===== config.mk =====
export PLATFORM = sky130hd
export DESIGN_NAME = dtp_port
export DESIGN_NICKNAME = d
export VERILOG_FILES = /design/src/verilog/dtp_pkg.sv /design/src/verilog/dtp_sync.sv /design/src/verilog/dtp_buf2.sv /design/src/verilog/dtp_port.sv
export SDC_FILE = /design/constraint.sdc
export NUM_CORES = 1
export LEC_CHECK = 0
export ABC_CLOCK_PERIOD_IN_PS = 1910
export BUFFER_PORTS_ARGS = -buffer_cell sky130_fd_sc_hd__buf_2
export CELL_PAD_IN_SITES_DETAIL_PLACEMENT = 1
export CELL_PAD_IN_SITES_GLOBAL_PLACEMENT = 1
export CORE_ASPECT_RATIO = 2
export CORE_UTILIZATION = 41
export DETAILED_ROUTE_END_ITERATION = 8
export PLACE_DENSITY = 0.81
export SLEW_MARGIN = 15
export SYNTH_ARGS = -nofsm -noshare
export SYNTH_HDL_FRONTEND = slang
export SYNTH_SLANG_ARGS = --single-unit

===== constraint.sdc =====
create_clock -name ref_clk -period 1.91 [get_ports ref_clk]
set_input_delay 0.191 -clock ref_clk [delete_from_list [all_inputs] [get_ports ref_clk]]
set_output_delay 0.191 -clock ref_clk [all_outputs]
set_load 0.01 [all_outputs]

===== src/verilog/dtp_pkg.sv =====
// Package: constants and types shared by the debug trace port design
package dtp_pkg;
  // ----------------------------------------------------------------
  // Widths
  // ----------------------------------------------------------------
  localparam int unsigned DTP_IR_W = 5;
  localparam int unsigned DTP_DR_W = 32;
  localparam int unsigned DTP_STAT_W = 9;
  localparam int unsigned DTP_TPC_W = 3;
  localparam int unsigned DTP_PC_W = 4;

  // ----------------------------------------------------------------
  // Counts, reset values, instruction and status codes
  // ----------------------------------------------------------------
  localparam logic [1:0] DTP_DIV_LAST = 2'h2;
  localparam logic [DTP_IR_W-1:0] DTP_IR_RST = 5'h01;
  localparam logic [DTP_IR_W-1:0] DTP_IR_RTM = 5'h10;
  localparam logic [DTP_DR_W-1:0] DTP_DR_RST = 32'h00000000;
  localparam logic [2:0] DTP_ST_IDLE = 3'h0;
  localparam logic [2:0] DTP_ST_SHIFT = 3'h1;
  localparam logic [2:0] DTP_ST_RTM = 3'h2;

  // Scan controller states, one-hot
  typedef enum logic [3:0] {
    DTP_IDLE = 4'h1,
    DTP_SEL = 4'h2,
    DTP_SHDR = 4'h4,
    DTP_SHIR = 4'h8
  } dtp_scan_t;
endpackage


===== src/verilog/dtp_sync.sv =====
// Three-stage pin synchroniser with second/third stage agreement
`timescale 1ns/10ps
module dtp_sync
  import dtp_pkg::*;
(
  // Clock and reset
  input wire logic ref_clk,
  input wire logic resetn,
  // Pin and clean level
  input wire logic pin_in,
  output logic level_out
);
  logic s1_r;
  logic s2_r;
  logic s3_r;

  // ----------------------------------------------------------------
  // Stages
  // ----------------------------------------------------------------
  // First stage feeds only the second, guarding against metastability
  always_ff @(posedge ref_clk or negedge resetn)
  begin
    if (!resetn)
    begin
      s1_r <= 1'b0;
      s2_r <= 1'b0;
      s3_r <= 1'b0;
      level_out <= 1'b0;
    end
    else
    begin
      s1_r <= pin_in;
      s2_r <= s1_r;
      s3_r <= s2_r;
      if (s2_r == s3_r)
      begin
        level_out <= s3_r;
      end
    end
  end
endmodule


===== src/verilog/dtp_buf2.sv =====
// Two-entry valid/ready buffer for trace words
`timescale 1ns/10ps
module dtp_buf2
  import dtp_pkg::*;
#(
  parameter int unsigned WIDTH = 12
)
(
  // Clock and reset
  input wire logic ref_clk,
  input wire logic resetn,
  // Fill side
  input wire logic in_valid,
  output logic in_ready,
  input wire logic [WIDTH-1:0] in_data,
  // Drain side
  output logic out_valid,
  input wire logic out_ready,
  output logic [WIDTH-1:0] out_data
);
  logic [WIDTH-1:0] mem_r [2];
  logic wp_r;
  logic rp_r;
  logic [1:0] cnt_r;
  logic push;
  logic pop;

  // ----------------------------------------------------------------
  // Handshake
  // ----------------------------------------------------------------
  assign in_ready = (cnt_r != 2'h2);
  assign out_valid = (cnt_r != 2'h0);
  assign push = in_valid && in_ready;
  assign pop = out_valid && out_ready;
  assign out_data = mem_r[rp_r];

  // Storage, no reset needed on data
  always_ff @(posedge ref_clk)
  begin
    if (push)
    begin
      mem_r[wp_r] <= in_data;
    end
  end

  // Pointers and fill count
  always_ff @(posedge ref_clk or negedge resetn)
  begin
    if (!resetn)
    begin
      wp_r <= 1'b0;
      rp_r <= 1'b0;
      cnt_r <= 2'h0;
    end
    else
    begin
      if (push)
      begin
        wp_r <= ~wp_r;
      end
      if (pop)
      begin
        rp_r <= ~rp_r;
      end
      cnt_r <= cnt_r + {1'b0, push} - {1'b0, pop};
    end
  end
endmodule


===== src/verilog/dtp_port.sv =====
// Debug trace port: serial scan path, trace outputs and debug clock
//
// Contract
// - Serial data in and command select are sampled on each rising serial clock edge.
// - In run-time mode serial input bits shift into the selected data or instruction register.
// - In real-time mode serial input acts as a debug interrupt that returns to run-time mode.
// - In run-time mode the serial output carries bits shifted out of the selected register.
// - Non-sequential PC bits go out on the trace PC pins; in real-time mode the serial output carries bit 0.
// - The device makes the trace clock and times all scan and trace outputs against it.
// - The trace clock is the operating clock divided by three.
// - A nine-bit trace status output gives PC trace status and the scan mode.
// - Asserting the active-low test reset returns the debug support unit to its initial state.
`timescale 1ns/10ps
module dtp_port
  import dtp_pkg::*;
(
  // Clock and reset
  input wire logic ref_clk,
  input wire logic resetn,
  // Probe pins
  input wire logic debug_serial_clock,
  input wire logic debug_serial_in,
  input wire logic debug_command_select,
  input wire logic test_resetn,
  output logic debug_serial_out,
  output logic trace_clock_out,
  output logic [DTP_STAT_W-1:0] trace_status_out,
  output logic [DTP_TPC_W-1:0] trace_pc_out,
  // Core trace feed
  input wire logic trace_valid,
  output logic trace_ready,
  input wire logic [DTP_PC_W-1:0] trace_pc,
  input wire logic [DTP_STAT_W-1:0] trace_status,
  // Core side
  output logic realtime_mode,
  output logic [DTP_DR_W-1:0] scan_data
);
  logic tck_s;
  logic tdi_s;
  logic tms_s;
  logic trst_s;
  logic tck_d_r;
  logic tck_rise;
  logic tdi_d_r;
  logic tdi_rise;
  logic trst_n;
  logic [1:0] div_r;
  logic trace_clock_out_r;
  logic trace_clock_out_rise;
  dtp_scan_t scan_r;
  dtp_scan_t scan_nxt;
  logic [DTP_IR_W-1:0] ir_r;
  logic [DTP_IR_W-1:0] ir_sh_r;
  logic [DTP_DR_W-1:0] dr_r;
  logic rtm_r;
  logic tdo_r;
  logic buf_valid;
  logic buf_ready;
  logic [DTP_PC_W+DTP_STAT_W-1:0] buf_data;

  // ----------------------------------------------------------------
  // Pin synchronisers
  // ----------------------------------------------------------------
  dtp_sync u_sync_tck (.ref_clk(ref_clk), .resetn(resetn), .pin_in(debug_serial_clock),
    .level_out(tck_s));
  dtp_sync u_sync_tdi (.ref_clk(ref_clk), .resetn(resetn), .pin_in(debug_serial_in),
    .level_out(tdi_s));
  dtp_sync u_sync_tms (.ref_clk(ref_clk), .resetn(resetn), .pin_in(debug_command_select),
    .level_out(tms_s));
  // Test reset idles high; its synchroniser resets low, so hold unit reset until it settles
  dtp_sync u_sync_trst (.ref_clk(ref_clk), .resetn(resetn), .pin_in(test_resetn),
    .level_out(trst_s));

  assign trst_n = trst_s;

  // Edge detect on the cleaned serial clock and serial input, both idle low
  always_ff @(posedge ref_clk or negedge resetn)
  begin
    if (!resetn)
    begin
      tck_d_r <= 1'b0;
      tdi_d_r <= 1'b0;
    end
    else
    begin
      tck_d_r <= tck_s;
      tdi_d_r <= tdi_s;
    end
  end

  assign tck_rise = tck_s && !tck_d_r;
  // The real-time instruction ends on a high bit, so only a fresh rise is an interrupt
  assign tdi_rise = tdi_s && !tdi_d_r;

  // ----------------------------------------------------------------
  // Trace clock divider
  // ----------------------------------------------------------------
  // Divide by three: high for one of three cycles, outputs change on its rise
  always_ff @(posedge ref_clk or negedge resetn)
  begin
    if (!resetn)
    begin
      div_r <= 2'h0;
      trace_clock_out_r <= 1'b0;
    end
    else
    begin
      div_r <= (div_r == DTP_DIV_LAST) ? 2'h0 : div_r + 2'h1;
      trace_clock_out_r <= (div_r == DTP_DIV_LAST);
    end
  end

  assign trace_clock_out = trace_clock_out_r;
  assign trace_clock_out_rise = (div_r == DTP_DIV_LAST);

  // ----------------------------------------------------------------
  // Scan controller
  // ----------------------------------------------------------------
  // Command select high picks the instruction path, low the data path
  always_comb
  begin
    scan_nxt = scan_r;
    unique case (scan_r)
      DTP_IDLE:
      begin
        if (tck_rise && !rtm_r)
        begin
          scan_nxt = DTP_SEL;
        end
      end
      DTP_SEL:
      begin
        if (tck_rise)
        begin
          scan_nxt = tms_s ? DTP_SHIR : DTP_SHDR;
        end
      end
      DTP_SHDR, DTP_SHIR:
      begin
        if (tck_rise && tms_s)
        begin
          scan_nxt = DTP_IDLE;
        end
      end
      default:
      begin
        scan_nxt = DTP_IDLE;
      end
    endcase
  end

  always_ff @(posedge ref_clk or negedge resetn)
  begin
    if (!resetn)
    begin
      scan_r <= DTP_IDLE;
    end
    else if (!trst_n)
    begin
      scan_r <= DTP_IDLE;
    end
    else
    begin
      scan_r <= scan_nxt;
    end
  end

  // Shift registers; the instruction takes effect when the shift ends
  always_ff @(posedge ref_clk or negedge resetn)
  begin
    if (!resetn)
    begin
      ir_r <= DTP_IR_RST;
      ir_sh_r <= DTP_IR_RST;
      dr_r <= DTP_DR_RST;
    end
    else if (!trst_n)
    begin
      ir_r <= DTP_IR_RST;
      ir_sh_r <= DTP_IR_RST;
      dr_r <= DTP_DR_RST;
    end
    else if (tck_rise && !rtm_r)
    begin
      if (scan_r == DTP_SHIR)
      begin
        ir_sh_r <= {tdi_s, ir_sh_r[DTP_IR_W-1:1]};
        if (tms_s)
        begin
          ir_r <= {tdi_s, ir_sh_r[DTP_IR_W-1:1]};
        end
      end
      else if (scan_r == DTP_SHDR)
      begin
        dr_r <= {tdi_s, dr_r[DTP_DR_W-1:1]};
      end
    end
  end

  assign scan_data = dr_r;

  // ----------------------------------------------------------------
  // Mode control
  // ----------------------------------------------------------------
  // Loading the real-time instruction enters real-time; a rising serial input leaves it
  always_ff @(posedge ref_clk or negedge resetn)
  begin
    if (!resetn)
    begin
      rtm_r <= 1'b0;
    end
    else if (!trst_n)
    begin
      rtm_r <= 1'b0;
    end
    else if (rtm_r && tdi_rise)
    begin
      rtm_r <= 1'b0;
    end
    else if (scan_r == DTP_SHIR && scan_nxt == DTP_IDLE &&
             {tdi_s, ir_sh_r[DTP_IR_W-1:1]} == DTP_IR_RTM)
    begin
      rtm_r <= 1'b1;
    end
  end

  assign realtime_mode = rtm_r;

  // ----------------------------------------------------------------
  // Trace path
  // ----------------------------------------------------------------
  // Buffer lets the core run ahead by two words while the divider paces output
  dtp_buf2 #(.WIDTH(DTP_PC_W + DTP_STAT_W)) u_buf (
    .ref_clk(ref_clk),
    .resetn(resetn),
    .in_valid(trace_valid),
    .in_ready(trace_ready),
    .in_data({trace_pc, trace_status}),
    .out_valid(buf_valid),
    .out_ready(buf_ready),
    .out_data(buf_data)
  );

  assign buf_ready = trace_clock_out_rise;

  // Status reports scan mode when idle of trace words
  always_ff @(posedge ref_clk or negedge resetn)
  begin
    if (!resetn)
    begin
      trace_status_out <= '0;
      trace_pc_out <= '0;
      tdo_r <= 1'b0;
    end
    else if (trace_clock_out_rise)
    begin
      if (buf_valid)
      begin
        trace_status_out <= buf_data[DTP_STAT_W-1:0];
        trace_pc_out <= buf_data[DTP_PC_W+DTP_STAT_W-1:DTP_STAT_W+1];
      end
      else
      begin
        trace_status_out <= {6'h00, rtm_r ? DTP_ST_RTM :
          (scan_r == DTP_IDLE ? DTP_ST_IDLE : DTP_ST_SHIFT)};
      end
      if (rtm_r)
      begin
        tdo_r <= buf_valid ? buf_data[DTP_STAT_W] : 1'b0;
      end
      else
      begin
        tdo_r <= (scan_r == DTP_SHIR) ? ir_sh_r[0] : dr_r[0];
      end
    end
  end

  assign debug_serial_out = tdo_r;
endmodule


==> results.py, run 1 <==
metrics = {
    "detailed_routing": {
        "firstDrtPassIters": 4,
        "drcViolationCount": 0,
        "vias_per_cell": 5.301,
        "post_drt_wl_per_cell_um": 16.30,
        "vias": 2926,
        "drtIter0Drc": 167,
        "wirelength_um": 8997,
        "ant_nets": 0,
    },
    "grt": {
        "grt_first_pass_wirelength_um": 15100,
        "grt.total_usage_pct": 18.32,
        "grt.overflow.total": 0,
        "antenna_found_initial": 0,
        "first_global_vias": 3122,
        "grt_max_degree": 52,
    },
    "worst_setup_path": {
        "cp-end-kind": "register",
        "worstPathArrival_ns": 2.06,
        "path_buf_inv": 2,
        "required_ns": 2.16,
        "critical-path-top-delay-family": "adder cells",
        "worstSetupPathType": "register to register",
        "crit_path_start_kind": "register",
        "critPathSlowestCell": "dfrtp_2",
        "crit_chain": "or2_4 -> nand2_2 -> inv_1 -> ha_1 -> inv_1 -> ha_1 -> xnor2_2 -> xnor2_1",
        "crit_path_max_incr_delay_ns": 0.44,
        "path_max_fanout": 5,
    },
    "cells_and_area": {
        "layout_common_cells": "77 x dfrtp_1, 66 x buf_2, 38 x nand3_1",
        "layout_commonest_cell": "dfrtp_1",
        "insertedDiodeCount": 0,
        "finalNetCount": 434,
        "syn2layout_area_growth_pct": 22.89,
        "fill_cells": 1036,
        "stdcell_count": 552,
        "final_layout_size_suffix_gt1_share_pct": 26.86,
    },
    "clock_network": {
        "cts_tree": "done",
        "cts.sinks": 106,
        "clkLatencyLatePin_ns": 0.34,
        "clockBufferDepth": 2,
        "cts-root-buf": "clkbuf_16",
        "numCtsBuffers": 9,
        "htree_levels": 3,
        "clk_pin_slew_ns": 0.07,
    },
    "sta": {
        "whs_ns": 0.03270,
        "maxSlewViolCount": 0,
        "finalCritPeriodShare_pct": 94.43,
        "fin_crit_ns": 1.804,
        "hold_viol": 0,
        "worst_pin_slew_ns": 0.4326,
        "fmax_mhz": 554.4,
        "setup_viol": 0,
        "finClkSkew_ns": 0.006676,
        "setup_tns_ns": 0,
        "relSlewSlack_pct": 71.08,
        "rsz0062_at_grt": "no",
    },
    "die": {
        "initial_core_util_pct": 42.17,
        "die_h_um": 146.0,
        "core_um2": 10080,
        "rows": 52,
        "die_area_um2": 10810,
        "io_pins": 68,
        "fp.dieW_um": 74.02,
    },
    "worst_hold_path": {
        "hold_path.class": "primary input to register",
    },
    "run_status": {
        "status": "complete, no violations",
    },
    "logic_synthesis": {
        "netlist_area_um2": 4253,
        "yosys_warnings": 0,
        "syn-instance-count": 336,
        "ys_seq_area_share_pct": 65.49,
        "synth_area_per_cell_um2": 12.66,
        "synth-seq-cells": 106,
        "synthDistinctLibCells": 41,
        "synthesis.nets": 358,
    },
    "place": {
        "io_buffers": 67,
        "dpl.hpwl_um": 6112,
        "gp_congestion": 0.7273,
        "place_inst": 529,
    },
    "power_and_ir_drop": {
        "power_density_nw_per_um2": 1142,
        "irDropWorstVdd_v": 0.0008013,
        "power_uw": 5968,
        "p_leak_uw": 0.002290,
    },
    "flow_run": {
        "maxCapViolations": 0,
    },
}
through the flow:
step	instance area (um2)	utilization, %	setup slack (ns)
floorplan	4254	-	0.05151
global placement	4816	47.75	0.2123
detailed placement	4816	47.75	0.07887
CTS	5197	51.54	0.008039
global route	5226	51.82	0.02427
finish	5226	51.82	0.1063
area by class of cell:
type,instances,area [um2],share of cell area [%]
sequential,106,2786,53.32
multi-input combinational,201,1363,26.07
timing repair buffer,87,550.5,10.53
clock buffer,9,225.2,4.309
tap,135,168.9,3.232
clock inverter,7,106.4,2.035
inverter,7,26.28,0.5028
cell families (layout without fill, tap and decap cells):
kind of cell / count (synthesis) / after routing / share of synthesized area (%)
flip-flops: 106 / 106 / 65.49
AO/OA/AOI/OAI: 96 / 96 / 14.15
AND/OR/NAND/NOR: 79 / 79 / 11.30
buffers and inverters: 29 / 110 / 2.913
multiplexers: 15 / 15 / 3.589
adder cells (fa/ha/maj): 6 / 6 / 1.530
XOR/XNOR: 5 / 5 / 1.030
layer usage:
layer / GRT usage [%] / part of all wire, % / up-vias
met1: 21.00 / 39 / 1485
met4: 7.019 / 2.3 / 0
met2: 32.55 / 56 / 56
met3: 3.382 / 2.6 / 18
li1: - / - / 1367
met5: 0 / 0 / -
synthesized netlist by cell type:
| cell | count | area [um2] |
|---|---|---|
| dfrtp_1 | 78 | 1952 |
| nand3_1 | 38 | 190.2 |
| a21boi_1 | 37 | 277.8 |
| o21ai_1 | 37 | 185.2 |
| edfxtp_1 | 26 | 780.8 |
| o21ai_0 | 14 | 70.07 |
| mux2i_1 | 13 | 130.1 |
| buf_2 | 12 | 60.06 |
| clkbuf_1 | 10 | 37.54 |
| nand2_1 | 10 | 37.54 |
| inv_1 | 7 | 26.28 |
| nor2_1 | 7 | 26.28 |
| maj3_1 | 4 | 40.04 |
| nand2b_1 | 4 | 25.02 |
| xnor2_1 | 4 | 35.03 |
| a211oi_1 | 2 | 15.01 |
| dfstp_2 | 2 | 52.55 |
| ha_1 | 2 | 25.02 |
| mux2_2 | 2 | 22.52 |
| nand4_1 | 2 | 12.51 |
| nor2b_1 | 2 | 12.51 |
| nor4b_1 | 2 | 17.52 |
| nor4b_4 | 2 | 47.55 |
| or4b_1 | 2 | 20.02 |
| a21o_1 | 1 | 7.510 |
| a221oi_1 | 1 | 8.760 |
| a31oi_1 | 1 | 6.260 |
| and2_1 | 1 | 6.260 |
| and3_1 | 1 | 6.260 |
| and3b_1 | 1 | 8.760 |
| nand4b_1 | 1 | 8.760 |
| nor3_1 | 1 | 5.000 |
| nor3b_2 | 1 | 12.51 |
| nor4b_2 | 1 | 15.01 |
| o22ai_1 | 1 | 6.260 |
| o2bb2ai_1 | 1 | 8.760 |
| o311ai_2 | 1 | 16.27 |
| or2_2 | 1 | 6.260 |
| or3b_1 | 1 | 8.760 |
| or4b_4 | 1 | 13.76 |
| xor2_1 | 1 | 8.760 |
worst paths after layout:
path	startpoint	to	slack, ns	cells past startpoint
max in group asynchronous	resetn	scan_r[0]	0.93	3
hold / removal	trace_status[3]	u_buf.mem_r[1][3]	0.03	1
setup reg to reg	u_buf.cnt_r[1]	u_buf.cnt_r[1]	0.11	8
setup / recovery	u_buf.cnt_r[1]	u_buf.cnt_r[1]	0.11	8
min in group asynchronous	resetn	u_sync_tms.s1_r	0.31	2
hold reg to reg	u_sync_trst.s1_r	u_sync_trst.s2_r	0.35	0
registers in the layout, indices dropped and copies added, names as in the netlist, 2 cells and up:
signal	flops
div_r	2
ir_sh_r	5
scan_data	32
scan_r	4
trace_pc_out	3
trace_status_out	9
u_buf.cnt_r	2
u_buf.mem_r	26
where the power goes:
part,leakage (uW),internal (uW),total (uW),switching [uW]
clock network,0.000163,1170,2010,834
registers,0.00127,2680,2870,196
logic,0.000853,480,1090,608
what timing repair did:
| item | in CTS | in global routing |
|---|---|---|
| hold buffers | 5 | 0 |
| resized for setup | 0 | 4 |
| endpoints found under the hold margin | 33 | 0 |
| setup endpoints to repair | 0 | 1 |
| setup buffers | 0 | 2 |
Note: power is estimated with default switching activity, not from simulation.
==> inputs of run 2 (changes only) <==
--- a/config.mk
+++ b/config.mk
@@ -5,14 +5,14 @@
 export SDC_FILE = /design/constraint.sdc
 export NUM_CORES = 1
 export LEC_CHECK = 0
-export ABC_CLOCK_PERIOD_IN_PS = 1910
+export ABC_CLOCK_PERIOD_IN_PS = 1600
 export BUFFER_PORTS_ARGS = -buffer_cell sky130_fd_sc_hd__buf_2
 export CELL_PAD_IN_SITES_DETAIL_PLACEMENT = 1
 export CELL_PAD_IN_SITES_GLOBAL_PLACEMENT = 1
 export CORE_ASPECT_RATIO = 2
 export CORE_UTILIZATION = 41
 export DETAILED_ROUTE_END_ITERATION = 8
-export PLACE_DENSITY = 0.81
+export PLACE_DENSITY = 0.8
 export SLEW_MARGIN = 15
 export SYNTH_ARGS = -nofsm -noshare
 export SYNTH_HDL_FRONTEND = slang
==> constraint.sdc (replaced) <==
create_clock -name ref_clk -period 1.6 [get_ports ref_clk]
set_input_delay 0.16 -clock ref_clk [delete_from_list [all_inputs] [get_ports ref_clk]]
set_output_delay 0.16 -clock ref_clk [all_outputs]
set_load 0.01 [all_outputs]
==> run 2 against run 1 <==
Net effect: the flow now finishes with violations (setup timing); worst hold slack got worse by 0.023 ns; first-iteration DRC count decreased by 8.4%; total power increased by 19%; maximum frequency increased by 10%; global-route usage increased by 1.8 points; die area unchanged; register-to-register slack got worse by 0.14 ns; non-clock buffer count increased by 29.
==> results.py, run 2 (synthesized netlist as in run 1, its figures left out) <==
metrics = {
    "die": {
        "initial_core_util_pct": 42.17,
        "fp.dieW_um": 74.02,
        "io_pins": 68,
        "die_area_um2": 10810,
        "rows": 52,
        "core_um2": 10080,
        "die_h_um": 146.0,
    },
    "detailed_routing": {
        "vias_per_cell": 5.302,
        "drcViolationCount": 0,
        "firstDrtPassIters": 4,
        "post_drt_wl_per_cell_um": 18.19,
        "vias": 3086,
        "drtIter0Drc": 153,
        "wirelength_um": 10590,
        "ant_nets": 0,
    },
    "clock_network": {
        "htree_levels": 3,
        "cts_tree": "done",
        "cts.sinks": 106,
        "clockBufferDepth": 2,
        "clk_pin_slew_ns": 0.07,
        "numCtsBuffers": 9,
        "cts-root-buf": "clkbuf_16",
        "clkLatencyLatePin_ns": 0.35,
    },
    "grt": {
        "grt.overflow.total": 0,
        "first_global_vias": 3213,
        "grt_max_degree": 42,
        "antenna_found_initial": 0,
        "grt_first_pass_wirelength_um": 16310,
        "grt.total_usage_pct": 20.16,
    },
    "sta": {
        "hold_viol": 0,
        "worst_pin_slew_ns": 0.5394,
        "maxSlewViolCount": 0,
        "setup_viol": 2,
        "setup_ws_ns": -0.03621,
        "fmax_mhz": 611.2,
        "finalCritPeriodShare_pct": 102.3,
        "rsz0062_at_grt": "yes",
        "finClkSkew_ns": 0.009439,
        "fin_crit_ns": 1.636,
        "relSlewSlack_pct": 64.04,
        "setup_tns_ns": -0.05483,
    },
    "cells_and_area": {
        "largest_reg_flops": 32,
        "layout_commonest_cell": "dfrtp_1",
        "fill_cells": 1042,
        "finalNetCount": 464,
        "final_layout_size_suffix_gt1_share_pct": 33.11,
        "layout_common_cells": "75 x dfrtp_1, 66 x buf_2, 38 x nand3_1",
        "syn2layout_area_growth_pct": 31.39,
        "insertedDiodeCount": 0,
    },
    "power_and_ir_drop": {
        "p_sw_uw": 2026,
        "power_density_nw_per_um2": 1273,
        "seqPwrFrac_pct": 48.2,
        "power_uw": 7111,
        "pwr-share-comb_pct": 20.4,
        "irDropWorstVdd_v": 0.0009572,
        "internal_power_uw": 5085,
        "swShare_pct": 28.49,
        "clkPwrFrac_pct": 31.4,
        "p_leak_uw": 0.002425,
    },
    "worst_setup_path": {
        "crit_path_max_incr_delay_ns": 0.41,
        "critical-path-top-delay-family": "flip-flops",
        "worstSetupPathType": "register to register",
        "critPathSlowestCell": "dfrtp_1",
        "crit_path_start_kind": "register",
        "path_max_fanout": 4,
        "worstPathArrival_ns": 1.87,
        "crit_chain": "or2_4 -> nand2_4 -> inv_4 -> ha_4 -> inv_2 -> ha_4 -> xnor2_2 -> xnor2_1",
        "required_ns": 1.83,
        "crit_top_cell": "ha_4",
        "cp-end-kind": "register",
        "path_buf_inv": 2,
    },
    "place": {
        "io_buffers": 67,
        "gp_congestion": 0.7381,
        "dpl.hpwl_um": 6629,
        "dp_slack_ns": -0.03869,
    },
    "worst_hold_path": {
        "hold_path.class": "primary input to register",
    },
    "flow_run": {
        "maxCapViolations": 0,
    },
    "run_status": {
        "failed_checks": "setup timing",
        "status": "complete, but fails checks",
    },
}
==> run 2: layout make-up <==
cell class / count / area (um2) / area share, %
sequential: 106 / 2789 / 49.91
multi-input combinational: 202 / 1461 / 26.15
timing repair buffer: 116 / 838.3 / 15.00
clock buffer: 9 / 225.2 / 4.030
tap: 135 / 168.9 / 3.023
clock inverter: 7 / 76.32 / 1.366
inverter: 7 / 28.78 / 0.5150
==> run 2: layer usage <==
layer | wire, um | vias to the layer above | track usage, %
met3 | 317 | 29 | 3.175
met2 | 6071 | 69 | 36.50
li1 | - | 1429 | -
met5 | 0 | - | 0
met1 | 3810 | 1559 | 22.55
met4 | 386 | 0 | 8.173
==> run 2: power by group through the flow <==
stage | registers [uW] | logic, uW | clock network (uW)
6_report | 3430 | 1450 | 2230
5_1_grt | 3470 | 1580 | 2350
4_1_cts | 3420 | 1430 | 2270
3_5_place_dp | 3460 | 1380 | 0
3_3_place_gp | 3450 | 1300 | 0
2_1_floorplan | 3470 | 751 | 0
==> run 2: final timing paths <==
kind / start / cells past startpoint / slack [ns] / endpoint
worst min register to register: u_sync_tms.s1_r / 0 / 0.35 / u_sync_tms.s2_r
max in group asynchronous: resetn / 3 / 0.72 / debug_serial_out
worst max register to register: u_buf.cnt_r[0] / 8 / -0.04 / u_buf.cnt_r[1]
min in group asynchronous: resetn / 2 / 0.33 / u_sync_tck.s2_r
worst max-delay path: u_buf.cnt_r[0] / 8 / -0.04 / u_buf.cnt_r[1]
worst min-delay path: trace_status[1] / 1 / 0.01 / u_buf.mem_r[0][1]
==> run 2: repair_timing <==
action                                  4_1_cts  5_1_grt
resized for setup                             5       12
endpoints found under the setup margin       10       42
cloned                                        0        4
pin swaps                                     4        5
hold buffers                                 16        0
setup buffers                                 0        4
hold endpoints to repair                     60        0
==> run 2: worst reg2reg max path: stages, from the launching register on <==
cell and delay, ns:
dfrtp_1 0.41, or2_4 0.30, nand2_4 0.08, inv_4 0.04, ha_4 0.25, inv_2 0.04
ha_4 0.15, xnor2_2 0.13, xnor2_1 0.13
==> run 2: stage by stage <==
| stage | util (%) | cells | hold slack (ns) | cell area (um2) |
|---|---|---|---|---|
| global route | 55.41 | 582 | 0.008283 | 5588 |
| detailed placement | 49.14 | 542 | 0.1826 | 4956 |
| floorplan | - | 336 | -0.1356 | 4308 |
| CTS | 53.92 | 574 | 0.001709 | 5438 |
| global placement | 49.14 | 542 | 0.1776 | 4956 |
| finish | 55.41 | 582 | 0.01003 | 5588 |
